<file path="config.mk">
export PLATFORM = sky130hd
export DESIGN_NAME = pam_alert_mask
export DESIGN_NICKNAME = d
export VERILOG_FILES = /design/src/design/pam_pkg.sv /design/src/design/pam_alert_mask.sv
export SDC_FILE = /design/constraint.sdc
export NUM_CORES = 1
export LEC_CHECK = 0
export ABC_AREA = 1
export BUFFER_PORTS_ARGS = -buffer_cell sky130_fd_sc_hd__buf_2
export CORE_UTILIZATION = 30
export DETAILED_ROUTE_END_ITERATION = 16
export HOLD_SLACK_MARGIN = 0.1
export SETUP_SLACK_MARGIN = 0.4
export SYNTH_ARGS = -nofsm -noshare
export SYNTH_HDL_FRONTEND = slang
export SYNTH_SLANG_ARGS = --single-unit
</file>
<file path="constraint.sdc">
create_clock -name i_mclk -period 1.7 [get_ports i_mclk]
set_input_delay 0.17 -clock i_mclk [delete_from_list [all_inputs] [get_ports i_mclk]]
set_output_delay 0.17 -clock i_mclk [all_outputs]
set_load 0.01 [all_outputs]
</file>
<file path="src/design/pam_pkg.sv">
// Purpose: constants for the alert mask unit of a bus-managed converter
// Assumes: the bus protocol engine decodes frames on the same clock
// Notes:   mask values come from nonvolatile memory on a load pulse, except input bits 7..5, which keep their value
//
// Behaviour
// (RL1) masking never stops a status bit setting; it only gates the alert
// (RL2) word write to 1Bh: low byte selects group, high byte is mask
// (RL3) process call with one-byte selector returns that group's mask byte
// (RL4) mask access accepted only while phase selects all phases
// (RL5) mask bit zero lets condition alert, one blocks it
// (RL6) selector 7Ah: output-voltage mask, bits 7 to 2
// (RL7) output-voltage mask bits 1 and 0 always read zero
// (RL8) selector 7Bh: output-current mask bits 7, 5, 4; bits 6, 3 zero
// (RL9) selector 7Ch: input mask bits 7..5 reset zero, bit 3 low input
// (RL10) selector 7Dh: temperature mask group, same access protocol
// (RL11) alert asserts while any status bit is set with mask zero
// (RL12) unknown selector: masks unchanged, communication error flagged
package pam_pkg;

	// ==========================================================
	// command codes and selectors
	localparam logic [7:0] PAM_CMD_ALERT_MASK = 8'h1B;
	localparam logic [7:0] PAM_PHASE_ALL      = 8'hFF;
	localparam logic [7:0] PAM_SEL_VOUT       = 8'h7A;
	localparam logic [7:0] PAM_SEL_IOUT       = 8'h7B;
	localparam logic [7:0] PAM_SEL_INPUT      = 8'h7C;
	localparam logic [7:0] PAM_SEL_TEMP       = 8'h7D;

	// ==========================================================
	// implemented bits of each group
	localparam logic [7:0] PAM_IMPL_VOUT      = 8'hFC;
	localparam logic [7:0] PAM_IMPL_IOUT      = 8'hB0;
	localparam logic [7:0] PAM_IMPL_INPUT     = 8'hE8;
	localparam logic [7:0] PAM_IMPL_TEMP      = 8'hC0;
	// input group bits that are loaded from nonvolatile memory
	localparam logic [7:0] PAM_NVM_INPUT      = 8'h08;

	// ==========================================================
	// field positions
	localparam int PAM_BIT_OUT_OVERVOLT_FAULT = 7;
	localparam int PAM_BIT_OUT_OVERVOLT_WARN  = 6;
	localparam int PAM_BIT_OUT_UNDERVOLT_WARN = 5;
	localparam int PAM_BIT_OUT_UNDERVOLT_FAULT = 4;
	localparam int PAM_BIT_OUT_LIMIT_VIOL     = 3;
	localparam int PAM_BIT_TURN_ON_TIMEOUT    = 2;
	localparam int PAM_BIT_OVERCURRENT_FAULT  = 7;
	localparam int PAM_BIT_OVERCURRENT_WARN   = 5;
	localparam int PAM_BIT_UNDERCURRENT_FAULT = 4;
	localparam int PAM_BIT_LOW_INPUT          = 3;

	// ==========================================================
	// values after reset
	localparam logic [7:0] PAM_RST_MASK       = 8'h00;
	localparam logic [7:0] PAM_RST_DATA       = 8'h00;

endpackage : pam_pkg

</file>
<file path="src/design/pam_alert_mask.sv">
// Purpose: alert mask registers, access decode and alert line drive
// Assumes: request strobes and status bits come from same-clock logic
// Notes:   answers and mask updates appear one clock after the request
`timescale 1ns/1ps

module pam_alert_mask
(
	// clock and reset
	input  wire logic        i_mclk,
	input  wire logic        i_arst_n,
	// word write from the protocol engine
	input  wire logic        i_wr_vld,
	input  wire logic [7:0]  i_wr_cmd,
	input  wire logic [7:0]  i_wr_lo,
	input  wire logic [7:0]  i_wr_hi,
	// process call read from the protocol engine
	input  wire logic        i_rd_vld,
	input  wire logic [7:0]  i_rd_cmd,
	input  wire logic [7:0]  i_rd_sel,
	// current phase selection
	input  wire logic [7:0]  i_phase,
	// nonvolatile restore of mask values
	input  wire logic        i_nvm_load,
	input  wire logic [7:0]  i_nvm_vout,
	input  wire logic [7:0]  i_nvm_iout,
	input  wire logic [7:0]  i_nvm_input,
	input  wire logic [7:0]  i_nvm_temp,
	// live status bits of each group
	input  wire logic [7:0]  i_status_vout,
	input  wire logic [7:0]  i_status_iout,
	input  wire logic [7:0]  i_status_input,
	input  wire logic [7:0]  i_status_temp,
	// read answer
	output logic             o_rd_vld,
	output logic [7:0]       o_rd_data,
	// communication error pulse
	output logic             o_cml_invalid,
	// alert line, open drain
	output logic             o_alert_out,
	output logic             o_alert_oe,
	// mask values seen by the converter
	output logic [7:0]       o_output_voltage_alert_mask,
	output logic [7:0]       o_output_current_alert_mask,
	output logic [7:0]       o_input_alert_mask,
	output logic [7:0]       o_temp_alert_mask
);
	import pam_pkg::*;

	// ==========================================================
	// state
	typedef struct packed {
		logic [7:0] vout;
		logic [7:0] iout;
		logic [7:0] inp;
		logic [7:0] temp;
		logic       rd_vld;
		logic [7:0] rd_data;
		logic       err;
		logic       alert;
	} pam_state_t;

	pam_state_t st_reg;
	pam_state_t st_next;

	// ==========================================================
	// helpers
	function automatic logic pam_sel_ok(input logic [7:0] sel);
		pam_sel_ok = (sel == PAM_SEL_VOUT) || (sel == PAM_SEL_IOUT) ||
			(sel == PAM_SEL_INPUT) || (sel == PAM_SEL_TEMP);
	endfunction : pam_sel_ok

	function automatic logic [7:0] pam_mask_of(input pam_state_t s,
		input logic [7:0] sel);
		case (sel)
			PAM_SEL_VOUT:  pam_mask_of = s.vout;
			PAM_SEL_IOUT:  pam_mask_of = s.iout;
			PAM_SEL_INPUT: pam_mask_of = s.inp;
			PAM_SEL_TEMP:  pam_mask_of = s.temp;
			default:       pam_mask_of = PAM_RST_DATA;
		endcase
	endfunction : pam_mask_of

	logic wr_hit;
	logic wr_ok;
	logic rd_hit;
	logic rd_ok;
	logic unmasked;

	assign wr_hit = i_wr_vld && (i_wr_cmd == PAM_CMD_ALERT_MASK);
	assign rd_hit = i_rd_vld && (i_rd_cmd == PAM_CMD_ALERT_MASK);
	// access only while all phases are addressed
	assign wr_ok  = wr_hit && (i_phase == PAM_PHASE_ALL) && // RL4
		pam_sel_ok(i_wr_lo); // RL12
	assign rd_ok  = rd_hit && (i_phase == PAM_PHASE_ALL) && // RL4
		pam_sel_ok(i_rd_sel);
	// status bits are left untouched; only their alert path is gated
	assign unmasked = |(i_status_vout  & ~st_reg.vout) || // RL1 RL5 RL11
		|(i_status_iout  & ~st_reg.iout) ||
		|(i_status_input & ~st_reg.inp)  ||
		|(i_status_temp  & ~st_reg.temp);

	// ==========================================================
	// next state
	always_comb
	begin
		st_next        = st_reg;
		st_next.rd_vld = 1'b0;
		st_next.err    = 1'b0;
		st_next.alert  = unmasked; // RL11
		if (i_nvm_load)
		begin
			st_next.vout = i_nvm_vout & PAM_IMPL_VOUT;
			st_next.iout = i_nvm_iout & PAM_IMPL_IOUT;
			st_next.inp  = (st_reg.inp & ~PAM_NVM_INPUT) |
				(i_nvm_input & PAM_NVM_INPUT);
			st_next.temp = i_nvm_temp & PAM_IMPL_TEMP;
		end
		else if (wr_ok)
		begin
			case (i_wr_lo) // RL2
				PAM_SEL_VOUT:  st_next.vout = i_wr_hi & PAM_IMPL_VOUT; // RL6 RL7
				PAM_SEL_IOUT:  st_next.iout = i_wr_hi & PAM_IMPL_IOUT; // RL8
				PAM_SEL_INPUT: st_next.inp  = i_wr_hi & PAM_IMPL_INPUT; // RL9
				PAM_SEL_TEMP:  st_next.temp = i_wr_hi & PAM_IMPL_TEMP; // RL10
				default:       st_next.vout = st_reg.vout;
			endcase
		end
		if (wr_hit && !wr_ok)
		begin
			st_next.err = 1'b1; // RL12
		end
		if (rd_hit)
		begin
			st_next.rd_vld  = 1'b1; // RL3
			st_next.rd_data = rd_ok ? pam_mask_of(st_reg, i_rd_sel) :
				PAM_RST_DATA;
			if (!rd_ok)
			begin
				st_next.err = 1'b1;
			end
		end
	end

	// ==========================================================
	// registers
	always_ff @(posedge i_mclk or negedge i_arst_n)
	begin
		if (!i_arst_n)
		begin
			st_reg.vout    <= PAM_RST_MASK;
			st_reg.iout    <= PAM_RST_MASK;
			st_reg.inp     <= PAM_RST_MASK; // RL9
			st_reg.temp    <= PAM_RST_MASK;
			st_reg.rd_vld  <= 1'b0;
			st_reg.rd_data <= PAM_RST_DATA;
			st_reg.err     <= 1'b0;
			st_reg.alert   <= 1'b0;
		end
		else
		begin
			st_reg <= st_next;
		end
	end

	// ==========================================================
	// outputs
	assign o_rd_vld                    = st_reg.rd_vld;
	assign o_rd_data                   = st_reg.rd_data;
	assign o_cml_invalid               = st_reg.err;
	assign o_alert_out                 = 1'b0;
	assign o_alert_oe                  = st_reg.alert;
	assign o_output_voltage_alert_mask = st_reg.vout;
	assign o_output_current_alert_mask = st_reg.iout;
	assign o_input_alert_mask          = st_reg.inp;
	assign o_temp_alert_mask           = st_reg.temp;
endmodule : pam_alert_mask

</file>
==> results of run 1 <==
[logic make-up (layout without fill, tap and decap cells)]
| kind of cell | count (synthesis) | count (layout) |
|---|---|---|
| AO/OA/AOI/OAI | 16 | 16 |
| buffers and inverters | 67 | 172 |
| flip-flops | 25 | 25 |
| other | 1 | 18 |
| AND/OR/NAND/NOR | 204 | 204 |
[final cells by class]
cell class | instances | share of cell area
tap | 77 | 0.0359
clock inverter | 1 | 0.00280
timing repair buffer | 124 | 0.236
inverter | 44 | 0.0616
multi-input combinational | 238 | 0.415
clock buffer | 3 | 0.0154
sequential | 25 | 0.233
[state kept, by name, indices dropped and copies added, names as in the netlist]
name                         cells
o_alert_oe                       1
o_cml_invalid                    1
o_input_alert_mask               4
o_output_current_alert_mask      3
o_output_voltage_alert_mask      6
o_rd_data                        7
o_rd_vld                         1
o_temp_alert_mask                2
[cells in the final DEF, fill, tap and decap left out, types with 6 or more instances in the layout]
cell	n
nand2_1	125
buf_2	120
inv_1	43
dfrtp_1	25
nor2_1	22
nand3_1	20
conb_1	18
nand4_1	9
nand2_2	6
o21ai_0	6
[power by group through the flow]
stage               clock network [mW]  logic (mW)  registers (mW)
floorplan                            0       0.186           0.672
global placement                     0       0.354           0.666
detailed placement                   0       0.359           0.665
CTS                              0.379       0.362           0.654
global route                     0.399       0.409           0.657
finish                           0.366       0.361           0.654
[per-layer routing]
layer  routed length (um)  global-route usage  vias to the layer above
li1                     -                   -                     1187
met1                 2520               0.213                      978
met2                 2680               0.290                       80
met3                  373              0.0366                        6
met4                   78              0.0277                        0
met5                    0                   0                        -
[worst min-delay path: stages]
cell and delay (ns):
buf_2 0.07, nand2_1 0.04, nand3_1 0.07
[repair_timing]
action,4_1_cts,5_1_grt
hold endpoints to repair,25,0
resized for setup,0,1
hold buffers,1,0
endpoints found under the setup margin,0,1
buffers inserted,0,0
[how the worst min path moves through the flow]
stage | from | end | slack (ns)
floorplan | i_arst_n | o_alert_oe | -0.13
global placement | i_arst_n | o_rd_data[1] | 0.19
detailed placement | i_arst_n | o_rd_data[1] | 0.20
CTS | i_nvm_input[3] | o_input_alert_mask[3] | 0.11
global route | i_nvm_input[3] | o_input_alert_mask[3] | 0.12
finish | i_nvm_input[3] | o_input_alert_mask[3] | 0.11
==> flow_summary.yaml, run 1 <==
timing:
  fin_skew_ns: 0.00996
  rsz0062_at_grt: "no"
  finalSetupTns_ns: 0
  finalSetupViolations: 0
  period_needed_ns: 1.17
  relSlewSlack: 0.612
  worst_slack_ns: 0.532
  worst_slew_pin_slew_ns: 0.582
  fin_crit_sh: 0.687
  hold_ws_ns: 0.111
  hold_viol: 0
  fmax_mhz: 856
  slew_viol_final: 0
cts:
  cts_sinks: 25
  root_buffer: "clkbuf_8"
  cts_buffers: 3
  cts_tree: "done"
  clock_path_buffers: 2
  htree_levels: 1
  clk_pin_slew_ns: 0.10
  insertion_delay_ns: 0.27
synthesis:
  synth-simple-area-share: 0.466
  post_synth_fa_ha_maj_area_fraction: 0
  netlist_instances: 313
  yosys_register_bits: 25
  synth-seq-area-share: 0.312
  synthTopCellsByArea: "dfrtp_1, nand2_1, inv_1"
  ys_types: 30
  synth_area_per_cell_sq_um: 6.41
  synthXorXnorAreaFrac: 0
  synth_area_sq_um: 2010
  async_flop_share: 1.00
  synth_top_cell_by_area: "dfrtp_1"
  synth_edf_count: 0
  synth_flop_cell: "dfrtp_1"
  synth-compound-area-share: 0.0511
  yosysTopAreaCellShare: 0.312
  synth.most_common_cell: "nand2_1"
  yosysWarnings: 0
  synthMuxAreaShare: 0
  synth_common_cells: "nand2_1, inv_1, dfrtp_1, nor2_1, nand3_1"
  synth_top_family_by_area: "simple AND/OR/NAND/NOR gates"
route:
  drt-initial-drc-count: 62
  drc: 0
  routed_wl_mm: 5.65
  first_pass_iters: 4
  wl_per_cell_um: 11.0
  postRouteAntennaNets: 0
  via_count: 2251
  via_per_inst: 4.40
setup_path:
  critPathCaptureType: "flip-flop"
  arrival_ns: 1.33
  r2r-end: "o_alert_oe"
  cp_slowest_stage_delay_ns: 0.39
  worstPathRequired_ns: 1.86
  r2r_cells: 7
  crit_end: "o_alert_oe"
  cp_slowest_cell: "dfrtp_1"
  crit_family: "simple AND/OR/NAND/NOR gates"
  worstSetupStartpointType: "flip-flop"
  reg2reg_slack_ns: 0.53
  cp.depth: 7
  path_buf_inv: 1
  startpoint: "o_input_alert_mask[7]"
  path_cells: "inv_1 -> nand2_1 -> nand2_1 -> nor4_2 -> nand2_1 -> nor2_1 -> nand2_1"
  crit_type: "reg2reg"
  cpMostUsedCell: "nand2_1"
  r2r-start: "o_input_alert_mask[7]"
  path_max_fanout: 3
pwr:
  ir_worst_vdd_mv: 0.332
  p_leak_nw: 1.65
  power_frac_seq: 0.473
  pwr-share-clk: 0.265
  pwr_density_cell_nw_per_um2: 515
  switchingPower_mw: 0.434
  combPwrFrac: 0.261
  switching_share: 0.314
  design_power_total_mw: 1.38
  power.internal_mw: 0.947
global_route:
  antenna_found_initial: 0
  grt.overflow.total: 0
  grt_pass1_vias: 2205
  grt_pass1_wl_mm: 9.68
  grt_usage: 0.166
  grt_max_degree: 26
finish:
  final_area_sq_um: 2680
  syn_to_final_growth_pct: 33.5
  antenna_cells: 0
  final_cells: 512
  fin_util: 0.420
  num-nets-final: 553
  seqCellArea_sq_um: 626
  drive_above_1_share: 0.340
  final.fill_count: 701
  multiInputGateArea_sq_um: 1110
placement:
  postPlaceCellArea_sq_um: 2620
  dp_cells: 507
  port_buffers: 120
  place_hpwl_mm: 4.87
  gp_congestion: 0.851
  dp_slack_ns: 0.337
floorplan:
  die_y_um: 83.8
  fp.dieW_um: 83.8
  initial_core_util: 0.314
  row_count: 29
  pin_count: 161
  fp.coreArea_sq_um: 6390
  dieArea_sq_um: 7020
status:
  status: "finished clean"
hold_path:
  holdCritPathClass: "in2reg"
  hold_depth: 3
job:
  cap_violations: 0
Power figures use the tool's default switching activity.
==> run 2, diff against run 1 <==
--- a/config.mk
+++ b/config.mk
@@ -10,6 +10,7 @@
 export CORE_UTILIZATION = 30
 export DETAILED_ROUTE_END_ITERATION = 16
 export HOLD_SLACK_MARGIN = 0.1
+export PLACE_DENSITY = 0.67
 export SETUP_SLACK_MARGIN = 0.4
 export SYNTH_ARGS = -nofsm -noshare
 export SYNTH_HDL_FRONTEND = slang
==> constraint.sdc (replaced) <==
create_clock -name i_mclk -period 0.9 [get_ports i_mclk]
set_input_delay 0.09 -clock i_mclk [delete_from_list [all_inputs] [get_ports i_mclk]]
set_output_delay 0.09 -clock i_mclk [all_outputs]
set_load 0.01 [all_outputs]
==> run 2 against run 1 <==
  * Largest cell class unchanged
  * Highest routed layer unchanged
  * The run now ends with setup timing left
  * Combinational power rose to 3.7 times the previous value
  * Clock-buffer cell count up 1
  * Wire length rose by 25%
  * Via count is 14% higher
  * Core utilization grew 21 points
  * Die area is the same
==> flow_summary.yaml, run 2 (synthesis results as in run 1) <==
status:
  status: "finished, violations left"
  violations: "setup timing"
route:
  via_per_inst: 4.44
  routed_wl_mm: 7.08
  drc: 0
  postRouteAntennaNets: 0
  first_pass_iters: 4
  drt-initial-drc-count: 64
  wl_per_cell_um: 12.2
  via_count: 2574
setup_path:
  worstSetupStartpointType: "flip-flop"
  cp_slowest_stage_delay_ns: 0.40
  path_cells: "buf_4 -> buf_6 -> buf_6 -> buf_6"
  r2r-start: "o_input_alert_mask[7]"
  path_max_fanout: 2
  reg2reg_slack_ns: -0.23
  path_buf_inv: 4
  r2r_cells: 8
  critPathCaptureType: "primary output"
  arrival_ns: 1.12
  crit_family: "buffers and inverters"
  cp_slowest_cell: "dfrtp_1"
  cpMostUsedCell: "buf_6"
  worstPathRequired_ns: 0.81
  r2r-end: "o_alert_oe"
  crit_type: "reg2out"
timing:
  worst_slack_ns: -0.311
  hold_ws_ns: 0.0445
  rsz0062_at_grt: "yes"
  finalSetupTns_ns: -2.42
  fmax_mhz: 826
  period_needed_ns: 1.21
  hold_viol: 0
  fin_skew_ns: 0.00655
  slew_viol_final: 0
  fin_crit_sh: 1.35
  finalSetupViolations: 26
cts:
  root_buffer: "clkbuf_8"
  insertion_delay_ns: 0.27
  clock_path_buffers: 2
  cts-hold-fix-buffers: 1
  cts_buffers: 3
  clk_pin_slew_ns: 0.09
  htree_levels: 1
  cts_tree: "done"
  cts_sinks: 25
finish:
  final.fill_count: 571
  layout_commonest_cell: "nand2_1"
  antenna_cells: 0
  largest_reg_flops: 7
  syn_to_final_growth_pct: 98.8
  num-nets-final: 621
  drive_above_1_share: 0.602
  fin_util: 0.625
  mostFrequentLayoutCells: "nand2_1, buf_2, buf_6"
  final_area_sq_um: 3990
placement:
  postPlaceCellArea_sq_um: 3090
  gp_congestion: 0.888
  dp_slack_ns: -0.318
  place_hpwl_mm: 5.18
  port_buffers: 120
hold_path:
  min_to: "o_input_alert_mask[3]"
  hold_start: "i_nvm_input[3]"
  hold_depth: 3
  holdCritPathClass: "in2reg"
job:
  cap_violations: 0
global_route:
  grt_max_degree: 26
  grt_usage: 0.206
  grt_pass1_wl_mm: 11.8
  antenna_found_initial: 0
  grt.overflow.total: 0
  grt_pass1_vias: 2651
pwr:
  switching_share: 0.320
  power.internal_mw: 2.23
  pwr_density_cell_nw_per_um2: 820
  pwr-share-clk: 0.213
  ir_worst_vdd_mv: 0.717
  power_frac_seq: 0.376
  combPwrFrac: 0.411
  p_leak_nw: 2.20
  switchingPower_mw: 1.05
floorplan:
  pin_count: 161
  dieArea_sq_um: 7020
  row_count: 29
  fp.coreArea_sq_um: 6390
  die_y_um: 83.8
  fp.dieW_um: 83.8
  initial_core_util: 0.314
-- run 2: cell count changes in the layout (fill, tap and decap cells not counted), sizes merged --
cell / change
clkinvlp: -1
clkbuf: +1
buf: +68
-- run 2: cell type report --
| cell class | count | area [sq um] | share of cell area |
|---|---|---|---|
| multi-input cells | 238 | 1510 | 0.378 |
| repair buffers | 192 | 1500 | 0.377 |
| well taps | 77 | 96.3 | 0.0241 |
| flip-flops and latches | 25 | 626 | 0.157 |
| inverters | 44 | 210 | 0.0527 |
| clock buffers | 4 | 45.0 | 0.0113 |
-- run 2: worst register-to-register path: stages (launching register included) --
cell and delay [ns]:
dfrtp_1 0.37, inv_2 0.06, nand2_1 0.06, nand2_1 0.06, nor4_2 0.14, buf_4 0.16, nand2_2 0.05, nor2_1 0.09
nand2_1 0.05
-- run 2: timing repair --
action / in CTS / in global routing
cloned: 0 / 0
setup buffers: 21 / 7
gates resized for setup: 135 / 32
setup endpoints to repair: 51 / 51
pin swaps: 61 / 34
endpoints found under the hold margin: 27 / 1
-- run 2: metrics by stage --
stage | cells | total power [mW]
after floorplan | 330 | 1.66
final | 580 | 3.27
after global routing | 580 | 3.45
after detailed placement | 547 | 2.14
after CTS | 573 | 3.17
after global placement | 547 | 2.12
-- run 2: layer usage --
metal | GRT usage | vias up | wire [um]
met2 | 0.381 | 76 | 3750
met3 | 0.0307 | 6 | 312
met5 | 0 | - | 0
met1 | 0.253 | 1168 | 2970
met4 | 0.0385 | 0 | 42
li1 | - | 1324 | -
-- run 2: worst max-delay path by stage --
stage	startpoint	end	slack, ns	depth (start not counted)
after floorplan	o_input_alert_mask[7]	o_alert_oe	-0.1	7
after global placement	i_wr_cmd[5]	o_temp_alert_mask[6]	-0.29	10
after detailed placement	i_wr_cmd[5]	o_input_alert_mask[5]	-0.32	9
after CTS	o_input_alert_mask[7]	o_alert_oe	-0.25	8
after global routing	o_input_alert_mask[7]	o_alert_oe	-0.39	8
final	o_temp_alert_mask[6]	o_temp_alert_mask[6]	-0.31	4
-- run 2: power groups by stage --
stage	combinational (mW)	clock, mW	sequential [mW]
after CTS	1.26	0.687	1.23
after global placement	0.878	0	1.24
after detailed placement	0.893	0	1.24
after global routing	1.46	0.750	1.24
after floorplan	0.389	0	1.27
final	1.35	0.696	1.23
